## config.mk

```make
export PLATFORM = sky130hd
export DESIGN_NAME = hc_led_head
export DESIGN_NICKNAME = d
export VERILOG_FILES = /design/src/logic/hc_pkg.sv /design/src/logic/hc_sync.sv /design/src/logic/hc_corr_mem.sv /design/src/logic/hc_led_head.sv
export SDC_FILE = /design/constraint.sdc
export NUM_CORES = 2
export LEC_CHECK = 0
export BUFFER_PORTS_ARGS = -buffer_cell sky130_fd_sc_hd__buf_2
export CORE_ASPECT_RATIO = 1.2
export CORE_UTILIZATION = 50
export CTS_CLUSTER_DIAMETER = 100
export CTS_CLUSTER_SIZE = 12
export DETAILED_ROUTE_END_ITERATION = 16
export PLACE_DENSITY_LB_ADDON = 0.1
export SYNTH_ARGS = -nofsm -noshare
export SYNTH_HDL_FRONTEND = slang
export SYNTH_SLANG_ARGS = --single-unit
```

## constraint.sdc

```tcl
create_clock -name sys_clk -period 52 [get_ports sys_clk]
set_input_delay 10.4 -clock sys_clk [delete_from_list [all_inputs] [get_ports sys_clk]]
set_output_delay 10.4 -clock sys_clk [all_outputs]
set_load 0.03 [all_outputs]
```

## src/logic/hc_pkg.sv

```systemverilog
`default_nettype none
package hc_pkg;

    // ----------------------------------------------------------------
    // Head geometry
    // ----------------------------------------------------------------
    localparam int NUM_DOTS = 256;
    localparam int DOT_W = 8;
    localparam int CODE_W = 4;
    localparam int LANES = 4;
    localparam int GROUPS = 4;
    localparam int DOTS_PER_GROUP = NUM_DOTS / GROUPS;
    localparam int PCT_W = 6;
    localparam logic [DOT_W-1:0] LAST_DOT = 8'hFF;

    // ----------------------------------------------------------------
    // Correction code table points
    // ----------------------------------------------------------------
    localparam logic [CODE_W-1:0] CODE_MAX_UP = 4'h8;
    localparam logic signed [PCT_W-1:0] PCT_MAX_UP = 6'sh10;
    localparam logic [PCT_W-1:0] PCT_NEG_BIAS = 6'h20;

    // ----------------------------------------------------------------
    // Register map (byte addresses, one 32-bit word each)
    // ----------------------------------------------------------------
    localparam int ADDR_W = 8;
    localparam logic [ADDR_W-1:0] REG_CTRL = 8'h00;
    localparam logic [ADDR_W-1:0] REG_STATUS = 8'h04;
    localparam logic [ADDR_W-1:0] REG_DOT_SEL = 8'h08;
    localparam logic [ADDR_W-1:0] REG_NV_CODE = 8'h0C;
    localparam logic [ADDR_W-1:0] REG_ACTIVE = 8'h10;
    localparam logic [ADDR_W-1:0] REG_LINES = 8'h14;

    // Control fields.
    localparam int CTRL_LED_EN_BIT = 0;
    localparam int CTRL_CORR_EN_BIT = 1;
    localparam logic [1:0] CTRL_RESET = 2'h3;

    // Status fields.
    localparam int STAT_MODE_LSB = 0;
    localparam int STAT_RD_DONE_BIT = 2;
    localparam int STAT_DIR_DONE_BIT = 3;

    // Active-code readback fields.
    localparam int ACT_CODE_LSB = 0;
    localparam int ACT_PCT_LSB = 8;
    localparam int ACT_LIT_BIT = 16;

    // Read answer comes on the third cycle of a read request.
    localparam logic [1:0] RD_ANSWER_CNT = 2'h2;
    localparam logic [DOT_W-1:0] DOT_SEL_RESET = 8'h00;

    // ----------------------------------------------------------------
    // Types
    // ----------------------------------------------------------------
    typedef enum logic [1:0] {
        MODE_NORMAL = 2'b00,
        MODE_READ = 2'b01,
        MODE_DIRECT = 2'b10
    } hc_mode_t;

    typedef struct packed {
        logic shiftClk;
        logic latchPulse;
        logic [1:0] modeSel;
        logic [LANES-1:0] printDataBit;
        logic [GROUPS-1:0] groupDriveStrobeN;
    } hc_pins_t;

    typedef struct packed {
        logic [DOT_W-1:0] idx;
        logic lit;
        logic signed [PCT_W-1:0] pct;
    } hc_dot_t;

    // Maps a 4-bit code to its current step in percent.
    function automatic logic signed [PCT_W-1:0] hc_code_to_pct(input logic [CODE_W-1:0] code);
        logic [PCT_W-1:0] twice;
        twice = {1'b0, code, 1'b0};
        if (code == CODE_MAX_UP) begin
            hc_code_to_pct = PCT_MAX_UP;
        end else if (code[CODE_W-1]) begin
            hc_code_to_pct = $signed(twice - PCT_NEG_BIAS);
        end else begin
            hc_code_to_pct = $signed(twice);
        end
    endfunction

endpackage
`default_nettype wire

```

## src/logic/hc_sync.sv

```systemverilog
`timescale 1ns/1ps
`default_nettype none
module hc_sync
    import hc_pkg::*;
#(
    parameter int WIDTH = 1
) (
    // Clock and reset
    input wire logic sys_clk,
    input wire logic reset,
    // Data
    input wire logic [WIDTH-1:0] asyncIn,
    output logic [WIDTH-1:0] syncOut
);

    logic [WIDTH-1:0] meta_ff;

    // Two stages; only the second stage reads the first.
    always_ff @(posedge sys_clk or posedge reset) begin
        if (reset) begin
            meta_ff <= '0;
            syncOut <= '0;
        end else begin
            meta_ff <= asyncIn;
            syncOut <= meta_ff;
        end
    end

endmodule
`default_nettype wire

```

## src/logic/hc_corr_mem.sv

```systemverilog
`timescale 1ns/1ps
`default_nettype none
module hc_corr_mem
    import hc_pkg::*;
#(
    parameter int WIDTH = CODE_W,
    parameter int DEPTH = NUM_DOTS,
    parameter int AW = DOT_W
) (
    // Clock and reset
    input wire logic sys_clk,
    input wire logic reset,
    // Write port
    input wire logic wrEn,
    input wire logic [AW-1:0] wrAddr,
    input wire logic [WIDTH-1:0] wrData,
    // Read port, data one cycle after the address
    input wire logic [AW-1:0] rdAddr,
    output logic [WIDTH-1:0] rdData_ff
);

    logic [WIDTH-1:0] mem [DEPTH];

    // Codes start at zero, which means no correction until loaded.
    initial begin
        for (int i = 0; i < DEPTH; i++) begin
            mem[i] = '0;
        end
    end

    // Write port; a plain always, because the initial block above also writes the array.
    always @(posedge sys_clk) begin
        if (wrEn) begin
            mem[wrAddr] <= wrData;
        end
    end

    // Registered read port.
    always_ff @(posedge sys_clk or posedge reset) begin
        if (reset) begin
            rdData_ff <= '0;
        end else begin
            rdData_ff <= mem[rdAddr];
        end
    end

endmodule
`default_nettype wire

```

## src/logic/hc_led_head.sv

```systemverilog
// Added by the designer: the Avalon-MM register port and the placing of the registers.
`timescale 1ns/1ps
`default_nettype none
module hc_led_head
    import hc_pkg::*;
(
    // Clock and reset
    input wire logic sys_clk,
    input wire logic reset,
    // Avalon-MM register slave
    input wire logic [ADDR_W-1:0] avs_address,
    input wire logic avs_read,
    input wire logic avs_write,
    input wire logic [31:0] avs_writedata,
    input wire logic [3:0] avs_byteenable,
    output logic [31:0] avs_readdata,
    output logic avs_waitrequest,
    // Head pins from the controller
    input wire logic shiftClk,
    input wire logic latchPulse,
    input wire logic [1:0] corrModeSel,
    input wire logic [LANES-1:0] printDataBit,
    input wire logic [GROUPS-1:0] groupDriveStrobeN,
    // Correction read-out towards the controller
    output logic [CODE_W-1:0] corrReadData,
    output logic corrReadOe,
    // LED array drive
    output logic [NUM_DOTS-1:0] ledOn,
    output hc_dot_t dotDrive
);

    // ----------------------------------------------------------------
    // Pin synchronisation
    // ----------------------------------------------------------------
    hc_pins_t pinsRaw;
    hc_pins_t pins;
    logic shiftPrev_ff;
    logic latchPrev_ff;
    wire logic shiftRise;
    wire logic latchRise;

    assign pinsRaw.shiftClk = shiftClk;
    assign pinsRaw.latchPulse = latchPulse;
    assign pinsRaw.modeSel = corrModeSel;
    assign pinsRaw.printDataBit = printDataBit;
    assign pinsRaw.groupDriveStrobeN = groupDriveStrobeN;

    // Data and clock share one synchroniser so they stay aligned.
    hc_sync #(
        .WIDTH($bits(hc_pins_t))
    ) u_pinSync (
        .sys_clk(sys_clk),
        .reset(reset),
        .asyncIn(pinsRaw),
        .syncOut(pins)
    );

    // Edge history reads the synchronised copy only.
    always_ff @(posedge sys_clk or posedge reset) begin
        if (reset) begin
            shiftPrev_ff <= 1'b0;
            latchPrev_ff <= 1'b0;
        end else begin
            shiftPrev_ff <= pins.shiftClk;
            latchPrev_ff <= pins.latchPulse;
        end
    end

    assign shiftRise = pins.shiftClk & ~shiftPrev_ff;
    assign latchRise = pins.latchPulse & ~latchPrev_ff;

    // ----------------------------------------------------------------
    // Mode selection
    // ----------------------------------------------------------------
    hc_mode_t mode_ff;
    hc_mode_t nxt_mode;
    wire logic enterRead;
    wire logic enterDirect;

    // A low latch line always means normal printing; reserved selects fall back too.
    always_comb begin
        nxt_mode = MODE_NORMAL;
        if (pins.latchPulse) begin
            case (pins.modeSel)
                2'h1: nxt_mode = MODE_READ;
                2'h2: nxt_mode = MODE_DIRECT;
                default: nxt_mode = MODE_NORMAL;
            endcase
        end
    end

    // Mode is power-on normal.
    always_ff @(posedge sys_clk or posedge reset) begin
        if (reset) begin
            mode_ff <= MODE_NORMAL;
        end else begin
            mode_ff <= nxt_mode;
        end
    end

    assign enterRead = (nxt_mode == MODE_READ) && (mode_ff != MODE_READ);
    assign enterDirect = (nxt_mode == MODE_DIRECT) && (mode_ff != MODE_DIRECT);

    // ----------------------------------------------------------------
    // Register state
    // ----------------------------------------------------------------
    logic [1:0] ctrl_ff;
    logic [DOT_W-1:0] dotSel_ff;
    logic readDone_ff;
    logic directDone_ff;
    logic [31:0] lineCount_ff;
    logic [1:0] rdCnt_ff;
    logic [31:0] avs_readdata_ff;
    wire logic ledEnable;
    wire logic corrEnable;

    assign ledEnable = ctrl_ff[CTRL_LED_EN_BIT];
    assign corrEnable = ctrl_ff[CTRL_CORR_EN_BIT];

    // Bus decode.
    wire logic [ADDR_W-1:0] wordAddr;
    wire logic selCtrl;
    wire logic selStatus;
    wire logic selDotSel;
    wire logic selNv;
    wire logic selActive;
    wire logic selLines;
    wire logic busNvRead;
    wire logic busActRead;
    wire logic statusClr;

    assign wordAddr = {avs_address[ADDR_W-1:2], 2'h0};
    assign selCtrl = (wordAddr == REG_CTRL);
    assign selStatus = (wordAddr == REG_STATUS);
    assign selDotSel = (wordAddr == REG_DOT_SEL);
    assign selNv = (wordAddr == REG_NV_CODE);
    assign selActive = (wordAddr == REG_ACTIVE);
    assign selLines = (wordAddr == REG_LINES);
    // The bus takes a memory read port only in the first cycle of its read.
    assign busNvRead = avs_read && (rdCnt_ff == 2'h0) && selNv;
    assign busActRead = avs_read && (rdCnt_ff == 2'h0) && selActive;
    assign statusClr = avs_write && selStatus && avs_byteenable[0];

    // ----------------------------------------------------------------
    // Correction memories
    // ----------------------------------------------------------------
    logic [DOT_W-1:0] readPtr_ff;
    logic [DOT_W-1:0] writePtr_ff;
    logic [DOT_W-1:0] scanIdx_ff;
    logic [DOT_W-1:0] scanIdxPrev_ff;
    logic nvBusPrev_ff;
    logic actBusPrev_ff;
    logic [CODE_W-1:0] nvQ;
    logic [CODE_W-1:0] actQ;
    wire logic nvWe;
    wire logic actWe;
    wire logic [DOT_W-1:0] nvRdAddr;
    wire logic [DOT_W-1:0] actRdAddr;

    // Nonvolatile code store, programmed by software and streamed out in read mode.
    assign nvWe = avs_write && selNv && avs_byteenable[0];
    assign nvRdAddr = busNvRead ? dotSel_ff : readPtr_ff;

    hc_corr_mem u_nvStore (
        .sys_clk(sys_clk),
        .reset(reset),
        .wrEn(nvWe),
        .wrAddr(dotSel_ff),
        .wrData(avs_writedata[CODE_W-1:0]),
        .rdAddr(nvRdAddr),
        .rdData_ff(nvQ)
    );

    // Active per-dot codes, only loaded in direct mode.
    assign actWe = (mode_ff == MODE_DIRECT) && shiftRise;
    assign actRdAddr = busActRead ? dotSel_ff : scanIdx_ff;

    hc_corr_mem u_activeCodes (
        .sys_clk(sys_clk),
        .reset(reset),
        .wrEn(actWe),
        .wrAddr(writePtr_ff),
        .wrData(pins.printDataBit),
        .rdAddr(actRdAddr),
        .rdData_ff(actQ)
    );

    // ----------------------------------------------------------------
    // Read-out and direct load pointers
    // ----------------------------------------------------------------
    // The controller must finish a read-out before direct load; the head only reports it.
    always_ff @(posedge sys_clk or posedge reset) begin
        if (reset) begin
            readPtr_ff <= '0;
            writePtr_ff <= '0;
        end else begin
            if (enterRead) begin
                readPtr_ff <= '0;
            end else if ((mode_ff == MODE_READ) && shiftRise) begin
                readPtr_ff <= readPtr_ff + 8'h01;
            end
            if (enterDirect) begin
                writePtr_ff <= '0;
            end else if (actWe) begin
                writePtr_ff <= writePtr_ff + 8'h01;
            end
        end
    end

    // Done flags: hardware set wins over a software clear in the same cycle.
    wire logic readEnds;
    wire logic directEnds;

    assign readEnds = (mode_ff == MODE_READ) && shiftRise && (readPtr_ff == LAST_DOT);
    assign directEnds = actWe && (writePtr_ff == LAST_DOT);

    always_ff @(posedge sys_clk or posedge reset) begin
        if (reset) begin
            readDone_ff <= 1'b0;
            directDone_ff <= 1'b0;
        end else begin
            if (readEnds) begin
                readDone_ff <= 1'b1;
            end else if (enterRead || (statusClr && avs_writedata[STAT_RD_DONE_BIT])) begin
                readDone_ff <= 1'b0;
            end
            if (directEnds) begin
                directDone_ff <= 1'b1;
            end else if (enterDirect || (statusClr && avs_writedata[STAT_DIR_DONE_BIT])) begin
                directDone_ff <= 1'b0;
            end
        end
    end

    // Read-out pins hold the code of the current pointer; bus reads of the code store skip a refresh.
    always_ff @(posedge sys_clk or posedge reset) begin
        if (reset) begin
            nvBusPrev_ff <= 1'b0;
            corrReadData <= '0;
            corrReadOe <= 1'b0;
        end else begin
            nvBusPrev_ff <= busNvRead;
            corrReadOe <= (mode_ff == MODE_READ);
            if (!nvBusPrev_ff) begin
                corrReadData <= nvQ;
            end
        end
    end

    // ----------------------------------------------------------------
    // Print data path
    // ----------------------------------------------------------------
    logic [NUM_DOTS-1:0] shiftReg_ff;
    logic [NUM_DOTS-1:0] latched_ff;
    logic [NUM_DOTS-1:0] nxt_ledOn;
    wire logic normalShift;
    wire logic normalLatch;

    assign normalShift = (mode_ff == MODE_NORMAL) && shiftRise;
    assign normalLatch = (nxt_mode == MODE_NORMAL) && latchRise;

    // Four lanes enter per shift edge; the first group shifted ends at the top.
    always_ff @(posedge sys_clk or posedge reset) begin
        if (reset) begin
            shiftReg_ff <= '0;
            latched_ff <= '0;
            lineCount_ff <= '0;
        end else begin
            if (normalShift) begin
                shiftReg_ff <= {shiftReg_ff[NUM_DOTS-LANES-1:0], pins.printDataBit};
            end
            if (normalLatch) begin
                latched_ff <= shiftReg_ff;
                lineCount_ff <= lineCount_ff + 32'h00000001;
            end
        end
    end

    // Each group lights only while its strobe is low; a controller that strobes
    // during loading shows old data, since the latch alone feeds the LEDs.
    for (genvar g = 0; g < GROUPS; g++) begin : gen_group
        assign nxt_ledOn[g*DOTS_PER_GROUP +: DOTS_PER_GROUP] =
            latched_ff[g*DOTS_PER_GROUP +: DOTS_PER_GROUP]
            & {DOTS_PER_GROUP{~pins.groupDriveStrobeN[g] & ledEnable}};
    end

    always_ff @(posedge sys_clk or posedge reset) begin
        if (reset) begin
            ledOn <= '0;
        end else begin
            ledOn <= nxt_ledOn;
        end
    end

    // ----------------------------------------------------------------
    // Current trim scan
    // ----------------------------------------------------------------
    // One dot per cycle feeds the current DAC; a bus read of the active codes costs the scan one cycle.
    wire logic signed [PCT_W-1:0] scanPct;
    wire logic signed [PCT_W-1:0] actPct;

    assign actPct = hc_code_to_pct(actQ);
    assign scanPct = corrEnable ? actPct : '0;

    always_ff @(posedge sys_clk or posedge reset) begin
        if (reset) begin
            scanIdx_ff <= '0;
            scanIdxPrev_ff <= '0;
            actBusPrev_ff <= 1'b0;
            dotDrive <= '0;
        end else begin
            actBusPrev_ff <= busActRead;
            if (!busActRead) begin
                scanIdx_ff <= scanIdx_ff + 8'h01;
                scanIdxPrev_ff <= scanIdx_ff;
            end
            if (!actBusPrev_ff) begin
                dotDrive.idx <= scanIdxPrev_ff;
                dotDrive.lit <= ledOn[scanIdxPrev_ff];
                dotDrive.pct <= scanPct;
            end
        end
    end

    // ----------------------------------------------------------------
    // Avalon slave
    // ----------------------------------------------------------------
    logic [31:0] regRdData;

    // Read mux; unmapped words read as zero.
    always_comb begin
        regRdData = '0;
        if (selCtrl) begin
            regRdData[1:0] = ctrl_ff;
        end else if (selStatus) begin
            regRdData[STAT_MODE_LSB +: 2] = mode_ff;
            regRdData[STAT_RD_DONE_BIT] = readDone_ff;
            regRdData[STAT_DIR_DONE_BIT] = directDone_ff;
        end else if (selDotSel) begin
            regRdData[DOT_W-1:0] = dotSel_ff;
        end else if (selNv) begin
            regRdData[CODE_W-1:0] = nvQ;
        end else if (selActive) begin
            regRdData[ACT_CODE_LSB +: CODE_W] = actQ;
            regRdData[ACT_PCT_LSB +: PCT_W] = actPct;
            regRdData[ACT_LIT_BIT] = ledOn[dotSel_ff];
        end else if (selLines) begin
            regRdData = lineCount_ff;
        end
    end

    // Every read waits two cycles so the memory words are settled.
    assign avs_waitrequest = avs_read && (rdCnt_ff != RD_ANSWER_CNT);
    assign avs_readdata = avs_readdata_ff;

    always_ff @(posedge sys_clk or posedge reset) begin
        if (reset) begin
            rdCnt_ff <= '0;
            avs_readdata_ff <= '0;
        end else begin
            if (!avs_read || (rdCnt_ff == RD_ANSWER_CNT)) begin
                rdCnt_ff <= '0;
            end else begin
                rdCnt_ff <= rdCnt_ff + 2'h1;
            end
            if (avs_read && (rdCnt_ff == 2'h1)) begin
                avs_readdata_ff <= regRdData;
            end
        end
    end

    // Writes complete at once; only byte lane 0 carries live bits.
    always_ff @(posedge sys_clk or posedge reset) begin
        if (reset) begin
            ctrl_ff <= CTRL_RESET;
            dotSel_ff <= DOT_SEL_RESET;
        end else if (avs_write && avs_byteenable[0]) begin
            if (selCtrl) begin
                ctrl_ff <= avs_writedata[1:0];
            end
            if (selDotSel) begin
                dotSel_ff <= avs_writedata[DOT_W-1:0];
            end
        end
    end

endmodule
`default_nettype wire

```

== Word-level counts from Yosys, hierarchy flattened ==
Memory sizes are Yosys's and may differ from the RTL's. A register that Yosys moved wholly into a read port is not among the register bits.
Cells that the tools add are included.

* Add/subtract/negate cells: 6
* Magnitude comparators: 2
* Equality and inequality tests: 19
* Muxes and demuxes: 44
* Bitwise operators: 16
* Reduce and logical (&&, ||, !) cells: 34

{| class="wikitable"
|+ Operators by type and width
! operator !! number
|-
| $and 64x64->64 || 4
|-
| $mux 32 || 6
|-
| $mux 28 || 2
|-
| $mux 8 || 7
|-
| $add 32x1->32 const B || 1
|-
| $mux 30 || 1
|-
| $add 8x1->8 const B || 3
|-
| $mux 24 || 1
|-
| $mux 6 || 4
|-
| $logic_and 1x1->1 || 20
|-
| $lt 8x9->1 const B || 2
|-
| $bmux 1 s8 || 2
|-
| $eq 8x8->1 const B || 2
|-
| $mux 4 || 4
|-
| $mux 15 || 1
|-
| $eq 6x2->1 const B || 2
|-
| $eq 6x3->1 const B || 2
|-
| $mux 1 || 11
|-
| $eq 2x1->1 const B || 4
|-
| $eq 2x2->1 const B || 4
|-
| $logic_not 8->1 || 1
|-
| $mux 2 || 4
|-
| $reduce_bool 2->1 || 4
|-
| $and 1x1->1 || 6
|-
| other kinds (12) || 23
|}

* Bits in registers: 928
* Bits in writable memories: 2048
* Output and inout port bits: 309
* Memories: 2

{| class="wikitable"
|+ Memory list
! memory !! depth !! width !! rd ports !! clocked after Yosys merged registers in !! wr ports !! line !! RTL
|-
| u_activeCodes.mem || 256 || 4 || 1 || 1 || 1 || hc_corr_mem.sv:22 || <nowiki>logic [WIDTH-1:0] mem [DEPTH];</nowiki>
|-
| u_nvStore.mem || 256 || 4 || 1 || 1 || 1 || hc_corr_mem.sv:22 ||
|}

== Logic depth before layout (Yosys ltp) ==
* Depth in word-level cells: 12
* Mapped depth: 17

== Hierarchy ==
Synthesis repeated with hierarchy kept, for this count alone.

* Cell total of the unflattened synthesis: 7359
* Area, all modules: 119435.8 µm²

{| class="wikitable"
|+ By module, submodules not included
! module !! times used !! cells each !! area an instance (µm²) !! seq. area each (µm²)
|-
| hc_corr_mem || 2 || 2116 || 40746.6 || 30849.6
|-
| hc_led_head || 1 || 3102 || 37338.3 || 22599.2
|-
| hc_sync || 1 || 25 || 604.3 || 600.6
|}

== Worst setup path before layout ==
OpenSTA, ideal clock, no wires.

* Kind: input to output
* Start: in avs_read
* End: out avs_waitrequest
* Arrival time: 10.895 ns
* Path slack: 30.705 ns
* Stages on the path: 1
* Path buffers: 0
* Path through: nor2b_1

* Longest elaborated chain between the ends: 1

{| class="wikitable"
|+ RTL lines
! element !! line !! RTL
|-
| start: declaration || hc_led_head.sv:12 || <nowiki>input wire logic avs_read,</nowiki>
|-
| $logic_and 1x1->1 || hc_led_head.sv:353 || <nowiki>assign avs_waitrequest = avs_read && (rdCnt_ff != RD_ANSWER_CNT);</nowiki>
|-
| end: declaration || hc_led_head.sv:17 || <nowiki>output logic avs_waitrequest,</nowiki>
|}

Every way passes these cells.

== Worst setup path after layout ==
Same ends and word-level chain as after synthesis.

==> impl_metrics.env <==
export IMPL_synth_top_cell_by_area="sky130_fd_sc_hd__edfxtp_1"
export IMPL_synth_compound_gate_area_share_pct=4.06
export IMPL_multiInputGateArea_mm2=0.0323
export IMPL_synth_edff_count=2048
export IMPL_via_per_inst=5.90
export IMPL_insertion_delay_ps=850
export IMPL_synth_warning_count=0
export IMPL_final_nets=9029
export IMPL_ys_async_sr_fraction_pct=31.3
export IMPL_detail_route_wl_per_cell_um=27.0
export IMPL_first_global_vias=72900
export IMPL_grt_remaining_overflow=0
export IMPL_min_period_ps=21540
export IMPL_finalCoreUtilization_pct=55.6
export IMPL_run_status="complete, no violations"
export IMPL_clk_pin_slew_ps=60
export IMPL_postLayoutCellArea_mm2=0.132
export IMPL_synth_seq_area_share_pct=71.1
export IMPL_postRouteWirelength_um=331000
export IMPL_placeableCoreArea_mm2=0.238
export IMPL_regToRegSetupSlack_ps=44750
export IMPL_drt_antenna_violating_nets=0
export IMPL_cts_tree="done"
export IMPL_final_layout_size_suffix_gt1_share_pct=15.1
export IMPL_gr_usage_all_layers_pct=27.4
export IMPL_cts_setup_buffers=0
export IMPL_crit_path_start="avs_read"
export IMPL_critical_path_class="input port to output port"
export IMPL_crit_arrival_ps=11140
export IMPL_min_delay_path_class="flip-flop to flip-flop"
export IMPL_static_leakage_power_uw=0.0512
export IMPL_setup_repair_after_global_routing_missed_its_margin="no"
export IMPL_dominantRegCellSynth="sky130_fd_sc_hd__edfxtp_1"
export IMPL_irDropWorstVdd_mv=0.0358
export IMPL_fp_row_count=196
export IMPL_post_synth_net_total=8805
export IMPL_yosys_area_top_type_share_pct=51.5
export IMPL_clock_buffer_depth=4
export IMPL_setup_total_negative_slack_ps=0
export IMPL_layout_filler_cells=19400
export IMPL_final_max_slew_viol_count=0
export IMPL_synth_cells_most_frequent="sky130_fd_sc_hd__nand2_1 (2,081), sky130_fd_sc_hd__edfxtp_1 (2,048), sky130_fd_sc_hd__dfrtp_1 (933)"
export IMPL_place_hpwl_um=204000
export IMPL_hold_viol_final=0
export IMPL_cts_made_buffers=290
export IMPL_start_util_pct=50.3
export IMPL_crit_reg2reg_launch="rdCnt_ff[0]$_DFF_PP0_"
export IMPL_yosys_cell_count_top_type="sky130_fd_sc_hd__nand2_1"
export IMPL_syn_instance_count=8735
export IMPL_grt_max_degree=191
export IMPL_num_io_pins=369
export IMPL_first_iter_violations=6937
export IMPL_fmaxAchievable_ghz=0.0464
export IMPL_fp_dieH_um=537
export IMPL_cts_hold_buffers_added=0
export IMPL_post_route_drc_count=0
export IMPL_post_synth_cell_area_avg_um2=13.7
export IMPL_critical_path_endpoint_type="output port"
export IMPL_design_die_area_mm2=0.241
export IMPL_synth_adder_area_share_pct=0.105
export IMPL_cts_sinks=2983
export IMPL_synthesis_area_mm2=0.119
export IMPL_port_buffers=338
export IMPL_area_growth_syn_to_layout_pct=10.6
export IMPL_synth_xor_area_share_pct=0.367
export IMPL_largest_family_of_logic_cells_by_synthesized_area="simple AND/OR/NAND/NOR gates"
export IMPL_cts_root_buf="sky130_fd_sc_hd__clkbuf_16"
export IMPL_drt_first_pass_iters=6
export IMPL_worst_slew_pin_transition_ps=1260
export IMPL_timing_critical_path_fanout_max=7
export IMPL_synth_simple_gate_area_share_pct=12.8
export IMPL_synth_mux_area_fraction_pct=9.46
export IMPL_min_delay_start="u_pinSync.meta_ff[8]$_DFF_PP0_"
export IMPL_required_ps=41600
export IMPL_ys_seq_elements=2983
export IMPL_cts_repair_resize_count=0
export IMPL_dpl_cell_area_mm2=0.124
export IMPL_die_w_um=448
export IMPL_dr_total_vias=72200
export IMPL_synth_area_top_cells="sky130_fd_sc_hd__edfxtp_1 (51%), sky130_fd_sc_hd__dfrtp_1 (20%), sky130_fd_sc_hd__nand2_1 (6.5%), sky130_fd_sc_hd__mux4_2 (4.3%), sky130_fd_sc_hd__mux2_2 (2.7%)"
export IMPL_post_route_period_util_pct=41.4
export IMPL_grt_first_pass_wirelength_um=487000
export IMPL_max_cap_check_violation_count=0
export IMPL_finClkSkew_ps=36.4
export IMPL_p_per_area_mw_per_mm2=40.4
export IMPL_antenna_found_initial=19
export IMPL_cts_htree_levels=5
export IMPL_worst_setup_path_start_kind="input port"
export IMPL_storage_element_area_mm2=0.0849
export IMPL_finalWeightedCongestion=0.873
export IMPL_netlist_cell_type_count=77
export IMPL_report_final_setup_viol=0
export IMPL_slew_headroom_pct=16.1
## flip-flops by register name, summed over array words and instances, names as in the netlist, 2 cells and up
name                     count
avs_readdata                32
corrReadData                 4
ctrl_ff                      2
dotDrive                    14
dotSel_ff                    8
latched_ff                 256
ledOn                      256
lineCount_ff                32
mode_ff                      2
rdCnt_ff                     2
readPtr_ff                   8
scanIdxPrev_ff               8
scanIdx_ff                   8
shiftReg_ff                256
u_activeCodes.mem         1024
u_activeCodes.rdData_ff      4
u_nvStore.mem             1024
u_nvStore.rdData_ff          4
u_pinSync.meta_ff           12
u_pinSync.syncOut           12
writePtr_ff                  8
## cell families (layout without fill, tap and decap cells)
family / after synthesis / in the layout
multiplexers: 811 / 811
AND/OR/NAND/NOR: 3565 / 3565
flip-flops: 2983 / 2983
XOR/XNOR: 50 / 50
other: 1 / 26
adder cells (fa/ha/maj): 10 / 10
buffers and inverters: 557 / 867
AO/OA/AOI/OAI: 758 / 758
## worst max-delay path: stages
cell and delay (ps):
sky130_fd_sc_hd__buf_2 170, sky130_fd_sc_hd__nor2b_1 220, sky130_fd_sc_hd__buf_2 340
## path summary, 6_finish.rpt
path / cells after the start / to
hold / removal: 0 / u_pinSync.syncOut[8]$_DFF_PP0_
hold reg to reg: 0 / u_pinSync.syncOut[8]$_DFF_PP0_
max in group asynchronous: 5 / dotSel_ff[1]$_DFFE_PP0P_
min in group asynchronous: 2 / latched_ff[131]$_DFFE_PP0P_
setup reg to reg: 17 / u_activeCodes.rdData_ff[3]$_DFF_PP0_
setup / recovery: 3 / avs_waitrequest
## metrics by stage
step | setup WS, ps | hold WS [ps] | cells | total power (uW)
finish | 30460 | 346 | 12200 | 5330
CTS | 30460 | 347 | 12200 | 5370
global route | 30380 | 352 | 12200 | 5500
detailed placement | 30470 | 335 | 11800 | 3490
floorplan | 15310 | 331 | 8735 | 3170
global placement | 30490 | 334 | 11800 | 3480
## area by class of cell
cell class	instances	area share, %
inverter	20	0.0625
tap	3168	3.00
sequential	2983	64.3
multi-input combinational	5195	24.5
clock buffer	365	5.82
timing repair buffer	469	2.13
antenna	25	0.0474
clock inverter	13	0.153
## where the power goes
group	switching, uW	total [uW]	internal, uW
Sequential	61.4	2660	2600
Clock	857	1890	1030
Combinational	552	788	236
## cells in the final DEF (no fill, tap or decap), types with 53 or more instances in the layout
master                      count
sky130_fd_sc_hd__and2_1       271
sky130_fd_sc_hd__nor2_1       601
sky130_fd_sc_hd__clkbuf_16    297
sky130_fd_sc_hd__nand4_1      117
sky130_fd_sc_hd__mux2_2       282
sky130_fd_sc_hd__mux2i_1      303
sky130_fd_sc_hd__dfrtp_1      924
sky130_fd_sc_hd__nand2_1     2062
sky130_fd_sc_hd__a31oi_1      121
sky130_fd_sc_hd__nand3_1      312
sky130_fd_sc_hd__o22ai_1       95
sky130_fd_sc_hd__mux4_2       226
sky130_fd_sc_hd__a22oi_1       61
sky130_fd_sc_hd__edfxtp_1    2048
sky130_fd_sc_hd__clkbuf_1      68
sky130_fd_sc_hd__buf_4        122
sky130_fd_sc_hd__o21ai_0       76
sky130_fd_sc_hd__buf_2        334
sky130_fd_sc_hd__a32oi_1       61
sky130_fd_sc_hd__a21oi_1      213
sky130_fd_sc_hd__nor4_1        53
## metal layers
metal  part of all wire (%)  track usage [%]  vias to the layer above
met3                    7.4             5.49                      541
li1                       -                -                    31900
met1                     40             36.2                    37100
met4                    3.7             10.3                        8
met5                  0.017                0                        -
met2                     49             45.0                     2583
(Power assumes the default switching activity.)
